**config.mk**
```make
export PLATFORM = sky130hd
export DESIGN_NAME = vcc_top
export DESIGN_NICKNAME = d
export VERILOG_FILES = /design/src/vcc_pkg.sv /design/src/vcc_smp_if.sv /design/src/vcc_clk_sel.sv /design/src/vcc_top.sv
export SDC_FILE = /design/constraint.sdc
export NUM_CORES = 1
export LEC_CHECK = 0
export BUFFER_PORTS_ARGS = -buffer_cell sky130_fd_sc_hd__buf_2
export CAP_MARGIN = 30
export CORE_MARGIN = 2
export CORE_UTILIZATION = 62
export CTS_CLUSTER_DIAMETER = 30
export DETAILED_ROUTE_END_ITERATION = 7
export PLACE_DENSITY = 0.8
export SETUP_SLACK_MARGIN = 0.15
export SYNTH_ARGS = -nofsm -noshare
export SYNTH_HDL_FRONTEND = slang
export SYNTH_SLANG_ARGS = --single-unit
```
**constraint.sdc**
```tcl
create_clock -name sys_clk -period 4.3 [get_ports sys_clk]
set_clock_uncertainty 0.1 [all_clocks]
set_input_delay 0.43 -clock sys_clk [delete_from_list [all_inputs] [get_ports sys_clk]]
set_output_delay 0.43 -clock sys_clk [all_outputs]
set_load 0.005 [all_outputs]
```
**src/vcc_pkg.sv**
```systemverilog
// Functional notes
// - An edge-bearing external clock input is the sampling source, else the internal oscillator.
// - A programmable divider scales an external clock of up to 10 MHz down to the sample rate.
// - The internal oscillator sample rate is held between 4 kHz and 8 kHz; the external rate is set by its divider alone.
// - The power-on configuration command sets the rate for both internal and external sources.
// - Out of reset the internal oscillator is used at 6.4 kHz.
// - Each sample is stored as an eight-bit value, one of 256 levels.
// - The squelch indicator output is low while squelch is engaged.
// - The segment status output goes low when the current segment nears its end.
// - The open-drain interrupt output pulls low on end of message or overflow.
// - Serial input bits are captured on the rising serial clock edge.
// - Serial output bits are launched on the falling serial clock edge, except the first, which is launched at chip select fall.
// - With chip select high the data output is released and the data input ignored.
// - Segment status falls at half the segment and rises when the segment is done.
// - A low supply seen at a power-on configuration command raises the interrupt.
// - The busy output is low while play, record or fast forward runs.
package vcc_pkg;
  localparam int SYS_HZ = 20_000_000;
  localparam int RATE_UNIT_HZ = 100;
  localparam logic [18:0] ACC_MOD = 19'(SYS_HZ / RATE_UNIT_HZ);
  localparam int RATE_MIN_HZ = 4000;
  localparam int RATE_MAX_HZ = 8000;
  localparam int RATE_DEF_HZ = 6400;
  localparam logic [7:0] RATE_MIN_CODE = 8'(RATE_MIN_HZ / RATE_UNIT_HZ);
  localparam logic [7:0] RATE_MAX_CODE = 8'(RATE_MAX_HZ / RATE_UNIT_HZ);
  localparam logic [7:0] RATE_DEF_CODE = 8'(RATE_DEF_HZ / RATE_UNIT_HZ);
  localparam int EXT_MAX_HZ = 10_000_000;
  localparam logic [15:0] EXT_DIV_DEF = 16'(EXT_MAX_HZ / RATE_DEF_HZ);
  localparam logic [12:0] EXT_WIN_CYC = 13'h1000;
  localparam logic [15:0] SEG_SAMPLES = 16'h1000;
  localparam logic [15:0] SEG_HALF = 16'h0800;
  localparam logic [7:0] SEG_LAST = 8'hff;
  localparam logic [5:0] LEN_OP = 6'h10;
  localparam logic [5:0] LEN_CFG = 6'h20;
  localparam logic [7:0] OP_CFG = 8'h01;
  localparam logic [7:0] OP_PLAY = 8'h02;
  localparam logic [7:0] OP_REC = 8'h03;
  localparam logic [7:0] OP_FWD = 8'h04;
  localparam logic [7:0] OP_STOP = 8'h05;
  typedef enum {VCC_IDLE, VCC_RUN} vcc_state_t;
endpackage

```
**src/vcc_smp_if.sv**
```systemverilog
`timescale 1ns/1ps
`default_nettype none
interface vcc_smp_if;
  logic [7:0] rate_code;
  logic [15:0] ext_div;
  logic tick;
  logic ext_present;
  modport src (input rate_code, input ext_div, output tick, output ext_present);
  modport sink (output rate_code, output ext_div, input tick, input ext_present);
endinterface
`default_nettype wire

```
**src/vcc_clk_sel.sv**
```systemverilog
`timescale 1ns/1ps
`default_nettype none
module vcc_clk_sel (
  input wire logic sys_clk,
  input wire logic srst,
  input wire logic ext_sample_clk_in,
  vcc_smp_if.src smp
);
  logic ext_s1_q, ext_s2_q, ext_s3_q;
  logic [18:0] acc_q, acc_d;
  logic [15:0] ediv_q, ediv_d;
  logic [12:0] idle_q, idle_d;
  logic tick_q, tick_d;
  logic pres_q, pres_d;
  logic [18:0] sum;
  logic ext_rise;

  assign smp.tick = tick_q;
  assign smp.ext_present = pres_q;

  always_comb begin
    ext_rise = ext_s2_q & ~ext_s3_q;
    // phase accumulator gives rate_code * 100 Hz from the system clock
    sum = acc_q + 19'(smp.rate_code);
    acc_d = sum;
    tick_d = 1'b0;
    if (sum >= vcc_pkg::ACC_MOD) begin
      acc_d = sum - vcc_pkg::ACC_MOD;
      tick_d = ~pres_q;
    end
    ediv_d = ediv_q;
    idle_d = idle_q;
    if (ext_rise) begin
      idle_d = '0;
      if (ediv_q + 16'h0001 >= smp.ext_div) begin
        ediv_d = '0;
        // keep an oscillator tick that lands on the first external edge
        tick_d = tick_d | pres_q;
      end else begin
        ediv_d = ediv_q + 16'h0001;
      end
    end else if (idle_q != vcc_pkg::EXT_WIN_CYC) begin
      idle_d = idle_q + 13'h0001;
    end
    pres_d = (idle_d != vcc_pkg::EXT_WIN_CYC);
  end

  always_ff @(posedge sys_clk) begin
    if (srst) begin
      ext_s1_q <= 1'b0;
      ext_s2_q <= 1'b0;
      ext_s3_q <= 1'b0;
      acc_q <= '0;
      ediv_q <= '0;
      idle_q <= vcc_pkg::EXT_WIN_CYC;
      tick_q <= 1'b0;
      pres_q <= 1'b0;
    end else begin
      ext_s1_q <= ext_sample_clk_in;
      ext_s2_q <= ext_s1_q;
      ext_s3_q <= ext_s2_q;
      acc_q <= acc_d;
      ediv_q <= ediv_d;
      idle_q <= idle_d;
      tick_q <= tick_d;
      pres_q <= pres_d;
    end
  end
endmodule // vcc_clk_sel
`default_nettype wire

```
**src/vcc_top.sv**
```systemverilog
`timescale 1ns/1ps
`default_nettype none
module vcc_top (
  input wire logic sys_clk,
  input wire logic srst,
  input wire logic ext_sample_clk_in,
  input wire logic spi_sclk,
  input wire logic spi_cs_n,
  input wire logic serial_in_pin,
  input wire logic squelch_engaged,
  input wire logic low_supply,
  input wire logic [7:0] adc_sample,
  output logic spi_do,
  output logic spi_do_oe,
  output logic squelch_active_n,
  output logic segment_near_end_n,
  output logic busy_n,
  output logic int_n_out,
  output logic int_n_oe,
  output logic sample_strobe,
  output logic [7:0] stored_sample,
  output logic [7:0] seg_addr,
  output logic ext_clk_used
);
  vcc_smp_if smp ();

  vcc_clk_sel u_clk_sel (
    .sys_clk(sys_clk),
    .srst(srst),
    .ext_sample_clk_in(ext_sample_clk_in),
    .smp(smp)
  );

  function automatic logic [7:0] clamp_rate(input logic [7:0] c);
    if (c < vcc_pkg::RATE_MIN_CODE) begin
      return vcc_pkg::RATE_MIN_CODE;
    end else if (c > vcc_pkg::RATE_MAX_CODE) begin
      return vcc_pkg::RATE_MAX_CODE;
    end
    return c;
  endfunction

  function automatic logic is_run_op(input logic [7:0] op);
    return (op == vcc_pkg::OP_PLAY) || (op == vcc_pkg::OP_REC) || (op == vcc_pkg::OP_FWD);
  endfunction

  // pin synchronisers
  logic sclk_s1_q, sclk_s2_q, sclk_s3_q;
  logic cs_s1_q, cs_s2_q, cs_s3_q;
  logic di_s1_q, di_s2_q;
  logic sq_s1_q, sq_s2_q;
  logic lv_s1_q, lv_s2_q;

  always_ff @(posedge sys_clk) begin
    if (srst) begin
      sclk_s1_q <= 1'b0;
      sclk_s2_q <= 1'b0;
      sclk_s3_q <= 1'b0;
      cs_s1_q <= 1'b1;
      cs_s2_q <= 1'b1;
      cs_s3_q <= 1'b1;
      di_s1_q <= 1'b0;
      di_s2_q <= 1'b0;
      sq_s1_q <= 1'b0;
      sq_s2_q <= 1'b0;
      lv_s1_q <= 1'b0;
      lv_s2_q <= 1'b0;
    end else begin
      sclk_s1_q <= spi_sclk;
      sclk_s2_q <= sclk_s1_q;
      sclk_s3_q <= sclk_s2_q;
      cs_s1_q <= spi_cs_n;
      cs_s2_q <= cs_s1_q;
      cs_s3_q <= cs_s2_q;
      di_s1_q <= serial_in_pin;
      di_s2_q <= di_s1_q;
      sq_s1_q <= squelch_engaged;
      sq_s2_q <= sq_s1_q;
      lv_s1_q <= low_supply;
      lv_s2_q <= lv_s1_q;
    end
  end

  // serial slave
  logic sclk_rise, sclk_fall, cs_fall, frame_end;
  logic [31:0] shift_q, shift_d;
  logic [5:0] bits_q, bits_d;
  logic [7:0] tx_q, tx_d;
  logic do_q, do_d;
  logic oe_q, oe_d;
  logic [7:0] status;

  always_comb begin
    sclk_rise = sclk_s2_q & ~sclk_s3_q;
    sclk_fall = ~sclk_s2_q & sclk_s3_q;
    cs_fall = ~cs_s2_q & cs_s3_q;
    frame_end = cs_s2_q & ~cs_s3_q;
    shift_d = shift_q;
    bits_d = bits_q;
    tx_d = tx_q;
    do_d = do_q;
    oe_d = ~cs_s2_q;
    if (cs_fall) begin
      bits_d = '0;
      tx_d = {status[6:0], 1'b0};
      do_d = status[7];
    end else if (!cs_s2_q) begin
      if (sclk_rise) begin
        shift_d = {shift_q[30:0], di_s2_q};
        if (bits_q != vcc_pkg::LEN_CFG + 6'h01) begin
          bits_d = bits_q + 6'h01;
        end
      end
      if (sclk_fall) begin
        do_d = tx_q[7];
        tx_d = {tx_q[6:0], 1'b0};
      end
    end
  end

  always_ff @(posedge sys_clk) begin
    if (srst) begin
      shift_q <= '0;
      bits_q <= '0;
      tx_q <= '0;
      do_q <= 1'b0;
      oe_q <= 1'b0;
    end else begin
      shift_q <= shift_d;
      bits_q <= bits_d;
      tx_q <= tx_d;
      do_q <= do_d;
      oe_q <= oe_d;
    end
  end

  // command decode at frame end
  logic cfg_cmd, run_cmd, stop_cmd;
  logic [7:0] cmd_op, cmd_seg;

  always_comb begin
    cmd_op = shift_q[15:8];
    cmd_seg = shift_q[7:0];
    cfg_cmd = frame_end && bits_q == vcc_pkg::LEN_CFG && shift_q[31:24] == vcc_pkg::OP_CFG;
    run_cmd = frame_end && bits_q == vcc_pkg::LEN_OP && is_run_op(cmd_op);
    stop_cmd = frame_end && bits_q == vcc_pkg::LEN_OP && cmd_op == vcc_pkg::OP_STOP;
  end

  // sampling configuration
  logic [7:0] rate_q, rate_d;
  logic [15:0] ediv_q, ediv_d;

  always_comb begin
    rate_d = rate_q;
    ediv_d = ediv_q;
    if (cfg_cmd) begin
      rate_d = clamp_rate(shift_q[23:16]);
      ediv_d = (shift_q[15:0] == 16'h0000) ? 16'h0001 : shift_q[15:0];
    end
    smp.rate_code = rate_q;
    smp.ext_div = ediv_q;
  end

  always_ff @(posedge sys_clk) begin
    if (srst) begin
      rate_q <= vcc_pkg::RATE_DEF_CODE;
      ediv_q <= vcc_pkg::EXT_DIV_DEF;
    end else begin
      rate_q <= rate_d;
      ediv_q <= ediv_d;
    end
  end

  // segment sequencer
  vcc_pkg::vcc_state_t st_q, st_d;
  logic [7:0] op_q, op_d;
  logic [7:0] seg_q, seg_d;
  logic [15:0] cnt_q, cnt_d;
  logic pend_q, pend_d;
  logic near_n_q, near_n_d;
  logic int_q, int_d;
  logic [7:0] smp_q, smp_d;
  logic stb_q, stb_d;
  logic int_set;

  always_comb begin
    st_d = st_q;
    op_d = op_q;
    seg_d = seg_q;
    cnt_d = cnt_q;
    pend_d = pend_q;
    near_n_d = near_n_q;
    smp_d = smp_q;
    int_set = cfg_cmd & lv_s2_q;
    stb_d = smp.tick & (st_q == vcc_pkg::VCC_RUN);
    unique case (st_q)
      vcc_pkg::VCC_IDLE: begin
        if (run_cmd) begin
          st_d = vcc_pkg::VCC_RUN;
          op_d = cmd_op;
          seg_d = cmd_seg;
          cnt_d = '0;
          pend_d = 1'b0;
          near_n_d = 1'b1;
        end
      end
      vcc_pkg::VCC_RUN: begin
        if (run_cmd && cmd_op == op_q) begin
          pend_d = 1'b1;
        end
        if (smp.tick) begin
          if (op_q == vcc_pkg::OP_REC) begin
            smp_d = adc_sample;
          end
          cnt_d = cnt_q + 16'h0001;
          if (cnt_q + 16'h0001 == vcc_pkg::SEG_HALF) begin
            near_n_d = 1'b0;
          end
          if (cnt_q + 16'h0001 == vcc_pkg::SEG_SAMPLES) begin
            cnt_d = '0;
            near_n_d = 1'b1;
            pend_d = 1'b0;
            if (pend_q && seg_q != vcc_pkg::SEG_LAST) begin
              seg_d = seg_q + 8'h01;
            end else begin
              st_d = vcc_pkg::VCC_IDLE;
              int_set = 1'b1;
            end
          end
        end
        if (stop_cmd) begin
          st_d = vcc_pkg::VCC_IDLE;
          near_n_d = 1'b1;
          pend_d = 1'b0;
        end
      end
    endcase
    // set beats the frame-end clear
    int_d = int_set | (int_q & ~frame_end);
  end

  always_ff @(posedge sys_clk) begin
    if (srst) begin
      st_q <= vcc_pkg::VCC_IDLE;
      op_q <= '0;
      seg_q <= '0;
      cnt_q <= '0;
      pend_q <= 1'b0;
      near_n_q <= 1'b1;
      int_q <= 1'b0;
      smp_q <= '0;
      stb_q <= 1'b0;
    end else begin
      st_q <= st_d;
      op_q <= op_d;
      seg_q <= seg_d;
      cnt_q <= cnt_d;
      pend_q <= pend_d;
      near_n_q <= near_n_d;
      int_q <= int_d;
      smp_q <= smp_d;
      stb_q <= stb_d;
    end
  end

  // pin-facing output flops
  logic sq_n_q, busy_n_q, used_q;

  always_ff @(posedge sys_clk) begin
    if (srst) begin
      sq_n_q <= 1'b1;
      busy_n_q <= 1'b1;
      used_q <= 1'b0;
    end else begin
      sq_n_q <= ~sq_s2_q;
      // next state, so busy falls on the decode edge itself
      busy_n_q <= ~(st_d == vcc_pkg::VCC_RUN);
      used_q <= smp.ext_present;
    end
  end

  // status byte, loaded into the shifter at chip select fall
  always_comb begin
    status = {~busy_n_q, ~near_n_q, int_q, pend_q, used_q, 3'h0};
  end

  assign spi_do = do_q;
  assign spi_do_oe = oe_q;
  assign squelch_active_n = sq_n_q;
  assign segment_near_end_n = near_n_q;
  assign busy_n = busy_n_q;
  // open-drain data stays low; only the enable carries the interrupt
  assign int_n_out = 1'b0;
  assign int_n_oe = int_q;
  assign sample_strobe = stb_q;
  assign stored_sample = smp_q;
  assign seg_addr = seg_q;
  assign ext_clk_used = used_q;
endmodule // vcc_top
`default_nettype wire
```
==> summary.txt <==
Clock network
  – Clock sinks: 212
  – CTS tree: built
  – Post CTS Setup Buffer Count: 0
  – Total CTS buffers: 39
  – CTS max path bufs: 3
  – Worst-Skew Late Latency: 0.52 ns
  – CTS root buf: clkbuf_16
  – Worst-path clk slew: 0.05 ns
  – H-tree Lvls: 2

Timing
  – Setup violations, final: 0
  – Max-slew headroom: 0.3618
  – Worst hold margin: 0.01022 ns
  – Setup TNS: 0 ns
  – RSZ-0062 raised after global routing: false
  – Period minus WS final: 3.694 ns
  – Final slew viol count: 0
  – Setup ws final: 0.6057 ns
  – Worst slew pin tran: 0.9537 ns
  – Max Clk Rate: 0.2707 GHz
  – Final period util: 0.8591
  – Final hold violations: 0

Synthesis
  – Syn_area_per_cell: 8.478 um^2
  – Simple-gate area share of the yosys netlist: 0.2643
  – Synth Area in XOR/XNOR: 0.07103
  – Post-synth EDFFs: 0
  – Largest family of logic cells by synthesized area: simple AND/OR/NAND/NOR gates
  – Mapped Area: 0.009987 mm^2
  – Seq/Total Area, Yosys: 0.4250
  – Adder-cell share of the synthesized area: 0.04560
  – Synth cell types: 70
  – Syn nets: 1229
  – Synthesis Warnings: 0
  – Synth Area in Compound Gates: 0.1328
  – Syn Inst Count: 1178
  – Multiplexer share of the synthesized area: 0.02117
  – Synth Flop Type: dfxtp_1
  – Yosys reg bits: 212
  – Async SR Flop Fraction: 0

Power and ir drop
  – Share of total power in the clock network: 0.598
  – Net switching power: 1145 uW
  – Worst vdd ir: 0.3311 mV
  – Combinational Power Share: 0.025
  – Internal power: 4196 uW
  – Sw frac: 0.2144
  – Pwr/cell area: 456.7 mW/mm^2
  – P_leak: 0.004601 uW
  – Part of the power in registers: 0.376

Die
  – DIE AREA: 0.01714 mm^2
  – Die width: 130.9 um
  – Row count: 46
  – Initial Util: 0.6310
  – Die Ht: 130.9 um
  – Top-Level Pins: 41
  – Core ar.: 0.01583 mm^2

Route
  – Initial drt markers: 548
  – Drt first pass iters: 6
  – Antenna Violating Nets Remaining: 0
  – Drt wl/cell: 15.01 um
  – Detailed-route DRC error count: 0
  – Via/cell ratio: 5.717
  – Detailed Route WL: 21890 um
  – Via count: 8335

GRT
  – Tot GR Track Use: 0.2610
  – First-pass GRT wire length: 36710 um
  – GRT Residual Overflow: 0
  – Pin count of the biggest net entering global routing: 80
  – Vias in the first global route: 7866
  – Antenna violations before repair: 0

Worst hold path
  – Worst Hold Class: in -> reg

Placed design
  – Port bufs: 39
  – DP HPWL: 13890 um
  – Setup WS pre-CTS: 0.4491 ns
  – Final GP Congestion: 0.8588

Setup path
  – Critical Path RT: 4.64 ns
  – Crit start category: flip-flop
  – CP Data Arrival Time: 4.03 ns
  – Worst setup EP type: flip-flop
  – CP Max Fanout: 17
  – CP Class: reg -> reg

Finish
  – Filler cells: 1173
  – Share of cells above drive strength 1: 0.1288
  – Area grow syn2layout: 17.10%
  – NumNets Final: 1263
  – N_diodes: 0

Job
  – Max cap viols: 0

Outcome
  – Status: completed
## through the flow
step / cell area (um^2) / power, uW / utilization / std cells
finish: 11700 / 5341 / 0.7389 / 1458
global route: 11700 / 5501 / 0.7389 / 1458
floorplan: 9987 / 2145 / - / 1178
CTS: 11690 / 5382 / 0.7387 / 1458
global placement: 10290 / 2181 / 0.6499 / 1385
detailed placement: 10310 / 2181 / 0.6513 / 1387
## synthesized netlist by cell type, types with 23 or more instances
| master | number | area [um^2] |
|---|---|---|
| and3_1 | 23 | 143.9 |
| a21oi_1 | 86 | 430.4 |
| nor2_1 | 132 | 495.5 |
| nand2_1 | 144 | 540.5 |
| ha_1 | 34 | 425.4 |
| o21ai_0 | 39 | 195.2 |
| nand3_1 | 29 | 145.1 |
| clkbuf_1 | 50 | 187.7 |
| xnor2_1 | 27 | 236.5 |
| inv_1 | 38 | 142.6 |
| dfxtp_1 | 212 | 4244 |
| nor2b_1 | 26 | 162.7 |
| xor2_1 | 54 | 473.0 |
| nor3_1 | 30 | 150.1 |
## layout make-up
class                           instances  area, um^2  share of cell area
Sequential cell                       212        4244              0.3629
Clock inverter                         26       354.1             0.03028
Timing Repair Buffer                   52       302.8             0.02589
Multi-Input combinational cell        869        5351              0.4576
Inverter                               38       142.6             0.01220
Tap cell                              216       270.3             0.02311
Clock buffer                           45        1030             0.08805
## cell families after synthesis
group                      Yosys count
AOI/OAI and AO/OA                  211
xor gates and xnor gates            81
adders and majority gates           36
buffers and inverters               97
DFF                                212
muxes                               21
other                                1
and+or+nand+nor                    519
## cell usage in the layout (no fill, tap or decap), types with 5 or more instances in the layout
| master | n |
|---|---|
| a211oi_1 | 7 |
| buf_4 | 13 |
| o21ai_0 | 39 |
| inv_6 | 6 |
| buf_2 | 38 |
| a22oi_1 | 12 |
| nor3b_1 | 5 |
| xor2_1 | 54 |
| nand2_1 | 144 |
| nor4b_1 | 5 |
| o211ai_1 | 7 |
| nand4_1 | 19 |
| nor3_1 | 30 |
| clkbuf_16 | 40 |
| and3_1 | 23 |
| nor2b_1 | 26 |
| o31ai_1 | 9 |
| bufinv_16 | 7 |
| or3_1 | 8 |
| mux2i_1 | 20 |
| clkinv_2 | 7 |
| xnor2_1 | 27 |
| or2_2 | 5 |
| nand2b_1 | 9 |
| nor2b_2 | 20 |
| a31oi_1 | 8 |
| ha_1 | 34 |
| nor4_1 | 20 |
| and2_1 | 15 |
| dfxtp_1 | 212 |
| a21oi_1 | 86 |
| nand3_1 | 29 |
| a21o_1 | 12 |
| nand3b_1 | 11 |
| nor2_1 | 130 |
| inv_1 | 38 |
## path summary, 6_finish.rpt
kind	from	to	slack (ns)	cells past startpoint
max	u_clk_sel.ediv_q[0]	u_clk_sel.ediv_q[7]	0.61	16
min	spi_cs_n	cs_s1_q	0.01	2
max reg2reg	u_clk_sel.ediv_q[0]	u_clk_sel.ediv_q[7]	0.61	16
min reg2reg	sq_s2_q	squelch_active_n	0.28	1
## timing repair
action	in CTS	in global routing
hold buffers	0	0
endpoints found under the setup margin	0	3
resized for setup	0	1
## power groups by stage
stage	Clock, uW	Combinational, uW	Sequential [uW]
finish	3190	136	2010
global route	3340	153	2010
CTS	3240	136	2010
detailed placement	0	134	2050
global placement	0	132	2050
floorplan	0	105	2040
## critical path, stage by stage (launching register included)
cell	delay [ns]
dfxtp_1	0.39
and3_1	0.25
and3_1	0.24
and3_1	0.27
nand3_1	0.20
nor2_1	0.17
xor2_1	0.20
ha_1	0.28
a21o_1	0.18
a21o_1	0.17
a21oi_1	0.13
o21ai_0	0.09
a21o_1	0.36
nor2_1	0.21
buf_4	0.17
nand3b_1	0.08
a21oi_1	0.14
## registers in the layout, indices dropped and copies added, names as in the netlist, 4 cells and up
| signal | count |
|---|---|
| op_q | 8 |
| u_clk_sel.acc_q | 19 |
| u_clk_sel.idle_q | 13 |
| stored_sample | 8 |
| tx_q | 4 |
| rate_q | 8 |
| cnt_q | 16 |
| seg_addr | 8 |
| u_clk_sel.ediv_q | 16 |
| ediv_q | 16 |
| shift_q | 32 |
| st_q | 32 |
| bits_q | 6 |
## layer usage
metal | GRT usage | routed length [um] | vias to the layer above
li1 | - | - | 4156
met1 | 0.3413 | 10010 | 3910
met2 | 0.4286 | 10320 | 220
met3 | 0.04682 | 1001 | 49
met4 | 0.1076 | 558 | 0
met5 | 0 | 0 | -
Note: power is estimated with default switching activity, not from simulation.
